==> src/hdl/gtc_pkg.sv <==
package gtc_pkg;

    localparam int          CNT_W         = 16;
    localparam int          BYTE_W        = 8;
    localparam int          PS_W          = 3;
    localparam int          NUM_GATE_SRC  = 4;
    localparam int          SYNC_STAGES   = 3;
    // Byte positions inside the count
    localparam int          LOW_LSB       = 0;
    localparam int          HIGH_LSB      = 8;
    // Instruction cycle is four system clocks
    localparam logic [1:0]  PHASE_RST     = 2'h0;
    localparam logic [1:0]  PHASE_LAST    = 2'h3;
    localparam logic [15:0] CNT_RST       = 16'h0000;
    localparam logic [15:0] CNT_MAX       = 16'hffff;
    localparam logic [7:0]  BYTE_RST      = 8'h00;
    localparam logic [2:0]  PS_RST        = 3'h0;
    localparam logic [2:0]  PS_ONE        = 3'h1;
    localparam logic [15:0] CNT_ONE       = 16'h0001;

    typedef enum logic [1:0] {
        SRC_INSTR   = 2'h0,
        SRC_FULL    = 2'h1,
        SRC_EXT     = 2'h2,
        SRC_EXT_INV = 2'h3
    } gtc_src_t;

    typedef enum logic [2:0] {
        SP_IDLE  = 3'b001,
        SP_ARMED = 3'b010,
        SP_OPEN  = 3'b100
    } gtc_sp_state_t;

    typedef struct packed {
        logic       on;
        logic       gate_qualify_enable;
        logic       gate_polarity;
        logic       gate_toggle_mode;
        logic       gate_single_pulse_mode;
        logic [1:0] prescale_select;
        logic       atomic_wide_access;
        logic       input_unaligned;
        gtc_src_t   clk_src;
        logic [1:0] gate_source_select;
        logic       gate_event_irq_enable;
        logic       overflow_irq_enable;
    } gtc_cfg_t;

    typedef struct packed {
        logic       wr_low;
        logic       wr_high;
        logic       rd_low;
        logic       rd_high;
        logic [7:0] wdata;
    } gtc_bus_t;

    // Prescaler terminal pattern: 1, 2, 4 or 8
    function automatic logic [2:0] ps_mask(input logic [1:0] sel);
        logic [2:0] m;
        m = 3'h0;
        unique case (sel)
            2'h0: m = 3'h0;
            2'h1: m = 3'h1;
            2'h2: m = 3'h3;
            2'h3: m = 3'h7;
        endcase
        return m;
    endfunction

endpackage

==> src/hdl/gtc_sync.sv <==
`timescale 1ns/1ps
`default_nettype none
module gtc_sync (
    // Clock and reset
    input  wire logic MCLK_IN,
    input  wire logic RST_IN,
    // Pin and clean level
    input  wire logic D_IN,
    output logic      Q_OUT
);
    import gtc_pkg::*;

    logic [SYNC_STAGES-1:0] stage;

    // Level accepted once second and third stage agree
    always_ff @(posedge MCLK_IN) begin
        if (RST_IN) begin
            stage <= '0;
            Q_OUT <= 1'b0;
        end else begin
            stage <= {stage[SYNC_STAGES-2:0], D_IN};
            if (stage[1] == stage[2]) begin
                Q_OUT <= stage[2];
            end
        end
    end
endmodule
`default_nettype wire

==> src/hdl/gtc_gate.sv <==
`timescale 1ns/1ps
`default_nettype none
module gtc_gate (
    // Clock and reset
    input  wire logic             MCLK_IN,
    input  wire logic             RST_IN,
    // Configuration and sources
    input  wire gtc_pkg::gtc_cfg_t CFG_IN,
    input  wire logic [3:0]       SRC_IN,
    input  wire logic             ARM_SET_IN,
    // Gate control
    output logic                  GATE_CTL_OUT,
    output logic                  ARM_DONE_OUT
);
    import gtc_pkg::*;

    gtc_sp_state_t sp_state;
    gtc_sp_state_t next_sp_state;
    logic          pol_d;
    logic          tff;
    logic          shaped_d;
    wire           sel_src;
    wire           pol;
    wire           pol_rise;
    wire           shaped;
    wire           s_rise;
    wire           s_fall;

    assign sel_src  = SRC_IN[CFG_IN.gate_source_select];
    assign pol      = CFG_IN.gate_polarity ? sel_src : ~sel_src;
    assign pol_rise = pol & ~pol_d;
    assign shaped   = CFG_IN.gate_toggle_mode ? tff : pol;
    assign s_rise   = shaped & ~shaped_d;
    assign s_fall   = ~shaped & shaped_d;

    always_comb begin
        next_sp_state = sp_state;
        if (!CFG_IN.gate_single_pulse_mode) begin
            next_sp_state = SP_IDLE;
        end else begin
            unique case (sp_state)
                SP_IDLE:  if (ARM_SET_IN) next_sp_state = SP_ARMED;
                SP_ARMED: if (s_rise) next_sp_state = SP_OPEN;
                SP_OPEN:  if (s_fall) next_sp_state = SP_IDLE;
                default:  next_sp_state = SP_IDLE;
            endcase
        end
    end

    always_ff @(posedge MCLK_IN) begin
        if (RST_IN) begin
            pol_d    <= 1'b0;
            tff      <= 1'b0;
            shaped_d <= 1'b0;
            sp_state <= SP_IDLE;
        end else begin
            pol_d    <= pol;
            tff      <= CFG_IN.gate_toggle_mode & (tff ^ pol_rise);
            shaped_d <= shaped;
            sp_state <= next_sp_state;
        end
    end

    // Window opens on the rising edge itself
    assign GATE_CTL_OUT = CFG_IN.gate_single_pulse_mode
        ? shaped & ((sp_state == SP_OPEN) | ((sp_state == SP_ARMED) & s_rise))
        : shaped;
    assign ARM_DONE_OUT = (sp_state != SP_IDLE);
endmodule
`default_nettype wire

==> src/hdl/gtc_timer.sv <==
`timescale 1ns/1ps
`default_nettype none
// Notes on behaviour
// - Counts only when on; gate-enable qualifies
// - Sixteen-bit up counter; writes load directly
// - Full-rate source adds four per instruction
// - External mode needs falling edge first
// - External source counts rising pin edges; inverted source counts falling pin edges
// - Prescale 1/2/4/8; cleared by count write
// - Unaligned external input keeps counting asleep
// - Mode switch may gain or lose one
// - Each byte read returns a valid byte
// - Atomic-mode low read snapshots high byte to shadow
// - Atomic mode: high to shadow, low loads
// - Atomic high write keeps the prescaler
// - Gate active level set by polarity
// - Gate source selected, polarity applied after
// - Toggle flip-flop; cleared while toggle off
// - Single pulse: armed, opens, closes, self-clears
// - Leaving single-pulse mode clears arm bit
// - Toggle and single pulse combine
// - Gate level status always live
// - Gate level fall sets gate event flag
// - Wrap to zero sets overflow flag
// - Special event clears count; writes win
module gtc_timer (
    // Clock and reset
    input  wire logic              MCLK_IN,
    input  wire logic              RST_IN,
    // Configuration
    input  wire gtc_pkg::gtc_cfg_t CFG_IN,
    // Byte access
    input  wire gtc_pkg::gtc_bus_t BUS_IN,
    output logic [7:0]             RDATA_OUT,
    // Software and system events
    input  wire logic              PULSE_ARM_SET_IN,
    input  wire logic              OVERFLOW_FLAG_CLR_IN,
    input  wire logic              GATE_EVENT_FLAG_CLR_IN,
    input  wire logic              SPECIAL_EVENT_IN,
    input  wire logic              SLEEP_IN,
    // Pins
    input  wire logic              EXTERNAL_COUNT_INPUT_IN,
    input  wire logic [3:0]        GATE_INPUT_IN,
    // Status
    output logic [15:0]            COUNT_VALUE_OUT,
    output logic                   OVERFLOW_FLAG_OUT,
    output logic                   GATE_EVENT_FLAG_OUT,
    output logic                   GATE_LEVEL_STATUS_OUT,
    output logic                   PULSE_ARM_DONE_OUT,
    output logic                   OVERFLOW_IRQ_OUT,
    output logic                   GATE_IRQ_OUT
);
    import gtc_pkg::*;

    logic [15:0] count;
    logic [15:0] next_count;
    logic [7:0]  shadow;
    logic [7:0]  next_shadow;
    logic [7:0]  next_rdata;
    logic [2:0]  ps_cnt;
    logic [2:0]  next_ps_cnt;
    logic [1:0]  phase;
    logic        ext_sel_d;
    logic        need_fall;
    logic        ext_pend;
    logic        gate_lvl;
    logic        ovf_flag;
    logic        gev_flag;
    logic        ext_lvl;
    logic [3:0]  gate_sync;
    logic        gate_ctl;
    logic        arm_done;

    wire         instr_tick;
    wire         ext_is;
    wire         ext_sel;
    wire         ext_rise;
    wire         ext_fall;
    wire         ext_edge;
    wire         ext_tick;
    wire         src_tick;
    wire         run_ok;
    wire         cnt_en;
    wire         ps_tick;
    wire [2:0]   mask;
    wire         inc;
    wire         any_wr;
    wire         cnt_wr;
    wire         ps_clr;
    wire         ovf_set;
    wire         gate_fall;

    gtc_sync u_ext_sync (
        .MCLK_IN (MCLK_IN),
        .RST_IN  (RST_IN),
        .D_IN    (EXTERNAL_COUNT_INPUT_IN),
        .Q_OUT   (ext_lvl)
    );

    genvar g;
    generate
        for (g = 0; g < NUM_GATE_SRC; g++) begin : g_gate_sync
            gtc_sync u_sync (
                .MCLK_IN (MCLK_IN),
                .RST_IN  (RST_IN),
                .D_IN    (GATE_INPUT_IN[g]),
                .Q_OUT   (gate_sync[g])
            );
        end
    endgenerate

    gtc_gate u_gate (
        .MCLK_IN      (MCLK_IN),
        .RST_IN       (RST_IN),
        .CFG_IN       (CFG_IN),
        .SRC_IN       (gate_sync),
        .ARM_SET_IN   (PULSE_ARM_SET_IN),
        .GATE_CTL_OUT (gate_ctl),
        .ARM_DONE_OUT (arm_done)
    );

    // Count source selection
    assign instr_tick = (phase == PHASE_LAST);
    assign ext_is     = (CFG_IN.clk_src == SRC_EXT) |
                        (CFG_IN.clk_src == SRC_EXT_INV);
    assign ext_sel    = (CFG_IN.clk_src == SRC_EXT_INV) ? ~ext_lvl : ext_lvl;
    assign ext_rise   = ext_sel & ~ext_sel_d;
    assign ext_fall   = ~ext_sel & ext_sel_d;
    assign ext_edge   = ext_is & ext_rise & ~need_fall;
    // Aligned mode lands edges on the instruction boundary
    assign ext_tick   = CFG_IN.input_unaligned ? ext_edge
                      : instr_tick & (ext_pend | ext_edge);
    assign src_tick   = (CFG_IN.clk_src == SRC_INSTR) ? instr_tick
                      : (CFG_IN.clk_src == SRC_FULL)  ? 1'b1
                      : ext_tick;
    assign run_ok     = ~SLEEP_IN | (ext_is & CFG_IN.input_unaligned);
    assign cnt_en     = CFG_IN.on &
                        (~CFG_IN.gate_qualify_enable | gate_ctl);
    assign ps_tick    = src_tick & cnt_en & run_ok;
    assign mask       = ps_mask(CFG_IN.prescale_select);
    assign inc        = ps_tick & ((ps_cnt & mask) == mask);

    // Register access decode
    assign any_wr  = BUS_IN.wr_low | BUS_IN.wr_high;
    assign cnt_wr  = BUS_IN.wr_low |
                     (BUS_IN.wr_high & ~CFG_IN.atomic_wide_access);
    assign ps_clr  = cnt_wr;
    assign ovf_set = inc & (count == CNT_MAX) & ~cnt_wr &
                     ~SPECIAL_EVENT_IN;
    assign gate_fall = gate_lvl & ~gate_ctl;

    always_comb begin
        next_count = count;
        if (BUS_IN.wr_low) begin
            next_count = CFG_IN.atomic_wide_access
                ? {shadow, BUS_IN.wdata}
                : {count[HIGH_LSB +: BYTE_W], BUS_IN.wdata};
        end else if (BUS_IN.wr_high && !CFG_IN.atomic_wide_access) begin
            next_count = {BUS_IN.wdata, count[LOW_LSB +: BYTE_W]};
        end else if (SPECIAL_EVENT_IN) begin
            next_count = CNT_RST;
        end else if (inc) begin
            next_count = count + CNT_ONE;
        end
    end

    always_comb begin
        next_shadow = shadow;
        if (CFG_IN.atomic_wide_access && BUS_IN.wr_high) begin
            next_shadow = BUS_IN.wdata;
        end else if (CFG_IN.atomic_wide_access && BUS_IN.rd_low) begin
            next_shadow = count[HIGH_LSB +: BYTE_W];
        end
    end

    // Reads come from the registered count, or in atomic mode a high read from the shadow, so each byte is whole
    always_comb begin
        next_rdata = RDATA_OUT;
        if (BUS_IN.rd_low) begin
            next_rdata = count[LOW_LSB +: BYTE_W];
        end else if (BUS_IN.rd_high) begin
            next_rdata = CFG_IN.atomic_wide_access ? shadow
                       : count[HIGH_LSB +: BYTE_W];
        end
    end

    assign next_ps_cnt = ps_clr ? PS_RST
                       : ps_tick ? ps_cnt + PS_ONE : ps_cnt;

    always_ff @(posedge MCLK_IN) begin
        if (RST_IN) begin
            count     <= CNT_RST;
            shadow    <= BYTE_RST;
            RDATA_OUT <= BYTE_RST;
            ps_cnt    <= PS_RST;
            phase     <= PHASE_RST;
        end else begin
            count     <= next_count;
            shadow    <= next_shadow;
            RDATA_OUT <= next_rdata;
            ps_cnt    <= next_ps_cnt;
            phase     <= phase + 2'h1;
        end
    end

    // External edge tracking
    always_ff @(posedge MCLK_IN) begin
        if (RST_IN) begin
            ext_sel_d <= 1'b0;
            need_fall <= 1'b1;
            ext_pend  <= 1'b0;
        end else begin
            ext_sel_d <= ext_sel;
            if (any_wr || !CFG_IN.on) begin
                need_fall <= 1'b1;
            end else if (ext_fall) begin
                need_fall <= 1'b0;
            end
            if (!ext_is || CFG_IN.input_unaligned || any_wr || instr_tick) begin
                ext_pend <= 1'b0;
            end else if (ext_edge) begin
                ext_pend <= 1'b1;
            end
        end
    end

    // Sticky flags: a set beats a same-cycle clear
    always_ff @(posedge MCLK_IN) begin
        if (RST_IN) begin
            gate_lvl <= 1'b0;
            ovf_flag <= 1'b0;
            gev_flag <= 1'b0;
        end else begin
            gate_lvl <= gate_ctl;
            ovf_flag <= ovf_set | (ovf_flag & ~OVERFLOW_FLAG_CLR_IN);
            gev_flag <= gate_fall |
                        (gev_flag & ~GATE_EVENT_FLAG_CLR_IN);
        end
    end

    assign COUNT_VALUE_OUT       = count;
    assign OVERFLOW_FLAG_OUT     = ovf_flag;
    assign GATE_EVENT_FLAG_OUT   = gev_flag;
    assign GATE_LEVEL_STATUS_OUT = gate_lvl;
    assign PULSE_ARM_DONE_OUT    = arm_done;
    assign OVERFLOW_IRQ_OUT      = ovf_flag & CFG_IN.overflow_irq_enable;
    assign GATE_IRQ_OUT          = gev_flag & CFG_IN.gate_event_irq_enable;
endmodule
`default_nettype wire

==> config.mk <==
export PLATFORM = sky130hd
export DESIGN_NAME = gtc_timer
export DESIGN_NICKNAME = d
export VERILOG_FILES = /design/src/hdl/gtc_pkg.sv /design/src/hdl/gtc_sync.sv /design/src/hdl/gtc_gate.sv /design/src/hdl/gtc_timer.sv
export SDC_FILE = /design/constraint.sdc
export NUM_CORES = 1
export LEC_CHECK = 0
export BUFFER_PORTS_ARGS = -buffer_cell sky130_fd_sc_hd__buf_2
export CORE_MARGIN = 2
export CORE_UTILIZATION = 40
export DETAILED_ROUTE_END_ITERATION = 8
export PLACE_DENSITY = 0.72
export SETUP_SLACK_MARGIN = 0.5
export SYNTH_ARGS = -nofsm -noshare
export SYNTH_HDL_FRONTEND = slang
export SYNTH_SLANG_ARGS = --single-unit
==> constraint.sdc <==
create_clock -name MCLK_IN -period 2.5 [get_ports MCLK_IN]
set_input_delay 0.125 -clock MCLK_IN [delete_from_list [all_inputs] [get_ports MCLK_IN]]
set_output_delay 0.125 -clock MCLK_IN [all_outputs]
set_load 0.01 [all_outputs]
==> impl_metrics.tcl <==
set metrics [dict create \
    status "complete, no violations" \
    worst_slew_pin_slew_ns 0.9372 \
    grt_pass1_vias 3229 \
    synth_nets 453 \
    syn-cell-area_um2 3455 \
    net-switching-power_uw 767.3 \
    max-slew-margin-rel_pct 37.29 \
    hp-start "GATE_EVENT_FLAG_CLR_IN" \
    final-seq-area_um2 1391 \
    grt_max_degree 25 \
    rsz0062_at_grt "yes" \
    io_pins 69 \
    portBuffers 68 \
    n_fill_cell 795 \
    cts_buffers 9 \
    die_w_um 96.93 \
    setup-tns-final_ns 0 \
    avgRoutedWirePerCell_um 16.39 \
    final_cell_mix "buf_2 (68), dfxtp_1 (65), nor2_1 (42)" \
    grt.total_usage_pct 20.17 \
    cap_violations 0 \
    clkTransAtPathRegs_ns 0.09 \
    clock-sinks 69 \
    worstPathRequired_ns 2.75 \
    synth_edf_count 0 \
    cts_tree "yes" \
    cp.arrival_ns 2.42 \
    rows 33 \
    synth_cells 411 \
    cellInternalPower_uw 1697 \
    min_to "GATE_EVENT_FLAG_OUT$_SDFF_PP0_" \
    reg2reg_depth 7 \
    cts_htree_levels 3 \
    dp_hpwl_um 6544 \
    die_area_um2 9395 \
    synth.avg_cell_area_um2 8.405 \
    vias_per_cell 5.831 \
    netlist.area_leader.share_pct 39.99 \
    multi_input_area_um2 2098 \
    nets 534 \
    antenna_found_initial 0 \
    diodes 0 \
    core_area_um2 8299 \
    worst_setup_path_end_kind "flip-flop" \
    slew_viol_final 0 \
    fin_skew_ns 0.009090 \
    holdPathStages 3 \
    hp-class "in -> reg" \
    ys_seq_area_share_pct 39.99 \
    cp-start-kind "flip-flop" \
    timing.fmax_mhz 460.5 \
    yosysTopAreaCell "dfxtp_1" \
    area_growth_pct 27.71 \
    vias 3510 \
    drive_gt1_share_pct 29.58 \
    rr_startpoint "u_gate.shaped_d$_SDFF_PP0_" \
    p_sw_share_pct 31.14 \
    clk_path_buf_depth 2 \
    yosys-top-cells-area "dfxtp_1 (40%), nor2_1 (4.6%), nand2_1 (4.5%), nor2b_1 (4.0%), mux2i_1 (3.5%)" \
    r2r_setup_slack_ns 0.33 \
    r2r_end "COUNT_VALUE_OUT[3]$_SDFFE_PP0P_" \
    layout_min_cycle_time_ns 2.172 \
    grt_overflow 0 \
    cp_max_fo 4 \
    fin_crit_sh_pct 86.87 \
    irDropWorstVdd_mv 0.2862 \
    initial_utilization_pct 41.63 \
    clockRootBuffer "clkbuf_8" \
    initialDrtViolationCount 247 \
    power_density_nw_per_um2 558.6 \
    antenna_left 0 \
    synthArstFlopShare_pct 0 \
    drc 0 \
    p_clk_share_pct 37.1 \
    worstSkewPairLatency_ns 0.35 \
    p_seq_share_pct 48.4 \
    final-setup-viol-count 0 \
    drt_wl_total_um 9868 \
    yosys_most_used_dff "dfxtp_1" \
    grt_pass1_wl_um 15700 \
    yosys_warnings 0 \
    whs_ns 0.03217 \
    worstSetupPathType "reg -> reg" \
    dr.pass1.iters 5 \
    dieHeight_um 96.93 \
    place.gp.congestion 0.9274 \
    synth_cell_type_count 61 \
    synth_seq_cells 69 \
    power.leakage_uw 0.001725 \
    hold_violations 0 \
    final_common_cell "buf_2" \
    pwr-share-comb_pct 14.5 \
]
-- state kept, by name, summed over array words and instances (netlist names) --
name	flops
ext_sel_d	1
u_gate.shaped_d	1
GATE_LEVEL_STATUS_OUT	1
g_gate_sync.u_sync.stage	12
u_gate.pol_d	1
u_ext_sync.Q_OUT	1
phase	2
GATE_EVENT_FLAG_OUT	1
shadow	8
need_fall	1
u_gate.tff	1
RDATA_OUT	8
g_gate_sync.u_sync.Q_OUT	4
ps_cnt	3
COUNT_VALUE_OUT	16
OVERFLOW_FLAG_OUT	1
ext_pend	1
u_ext_sync.stage	3
u_gate.sp_state	3
-- logic make-up (layout without fill, tap and decap cells) --
| group | Yosys count | after routing | synth area share, % |
|---|---|---|---|
| flip-flops | 69 | 69 | 39.99 |
| multiplexers | 14 | 14 | 4.129 |
| buffers and inverters | 32 | 117 | 3.839 |
| AND/OR/NAND/NOR | 177 | 178 | 26.19 |
| AO/OA/AOI/OAI | 109 | 109 | 23.00 |
| XOR/XNOR | 7 | 7 | 1.775 |
| adder cells (fa/ha/maj) | 3 | 3 | 1.087 |
-- synthesized netlist by cell type (all sizes together) (2+ instances only) --
cell     number
o2111ai       2
nor3          9
or2           2
and3          3
o21ai        16
o32ai         4
nand2b        9
a22oi         5
ha            3
or3           5
a221oi        3
nand4         2
a311oi        9
dfxtp        69
nor4b         3
xnor2         4
xor2          3
buf           7
nand2        41
nand3        22
and2          5
nor2b        22
nor4          2
nor3b         3
o311ai        7
or3b          2
inv           5
o21a          4
clkbuf       20
o2111a        2
a21oi        22
mux2          2
o211ai        4
a211oi       14
nand3b        2
nor2         42
mux2i        12
a31oi         4
-- stage by stage --
step | power [uW] | util [%] | area, um^2 | setup slack [ns] | instances
2_1_floorplan | 1403 | - | 3461 | 0.4693 | 411
3_3_place_gp | 1522 | 47.11 | 3910 | 0.2231 | 570
3_5_place_dp | 1530 | 47.11 | 3910 | 0.1276 | 570
4_1_cts | 2463 | 51.64 | 4285 | 0.3559 | 599
5_1_grt | 2576 | 53.16 | 4412 | 0.2529 | 602
6_report | 2464 | 53.16 | 4412 | 0.3282 | 602
-- power by group through the flow --
stage / combinational, uW / sequential [uW] / clock (uW)
floorplan: 190 / 1210 / 0
global placement: 306 / 1220 / 0
detailed placement: 312 / 1220 / 0
CTS: 337 / 1190 / 934
global route: 387 / 1200 / 988
finish: 356 / 1190 / 915
-- repair_timing --
action | in CTS | in global routing
resized for setup | 17 | 19
setup endpoints to repair | 15 | 17
endpoints found under the hold margin | 6 | 0
pin swaps | 6 | 14
cloned | 1 | 0
hold buffers | 6 | 0
buffers inserted | 6 | 3
-- worst max-delay path by stage --
stage / start / end / slack, ns / cells past startpoint
4_1_cts: u_gate.shaped_d$_SDFF_PP0_ / COUNT_VALUE_OUT[8]$_SDFFE_PP0P_ / 0.36 / 7
6_report: u_gate.shaped_d$_SDFF_PP0_ / COUNT_VALUE_OUT[3]$_SDFFE_PP0P_ / 0.33 / 7
5_1_grt: u_gate.sp_state[0]$_SDFFE_PP1P_ / COUNT_VALUE_OUT[3]$_SDFFE_PP0P_ / 0.25 / 7
3_3_place_gp: u_gate.sp_state[0]$_SDFFE_PP1P_ / OVERFLOW_FLAG_OUT$_SDFF_PP0_ / 0.22 / 6
3_5_place_dp: u_gate.shaped_d$_SDFF_PP0_ / COUNT_VALUE_OUT[11]$_SDFFE_PP0P_ / 0.13 / 6
2_1_floorplan: u_gate.sp_state[0]$_SDFFE_PP1P_ / COUNT_VALUE_OUT[11]$_SDFFE_PP0P_ / 0.47 / 8
-- per-layer routing --
metal	global-route usage, %	vias up	part of all wire (%)	wire (um)
met4	7.367	0	1.5	152
met5	0	-	0	0
met2	32.64	150	47	4638
met1	27.27	1671	44	4373
met3	3.035	18	7.1	704
li1	-	1671	-	-
-- critical path, cell delays in order, from the launching register on --
cell,delay (ns)
dfxtp_2,0.34
or4b_4,0.53
o2111a_2,0.18
nor4b_4,0.24
nor2b_2,0.20
buf_6,0.14
nand3_2,0.13
o311ai_2,0.31
-- final cells by class --
class | instances | area share [%]
multi-input cells | 311 | 47.56
flip-flops and latches | 69 | 31.54
repair buffers | 96 | 12.99
well taps | 105 | 2.978
clock buffers | 9 | 2.808
clock inverters | 7 | 1.702
inverters | 5 | 0.4254
Note: power is estimated with default switching activity, not from simulation.
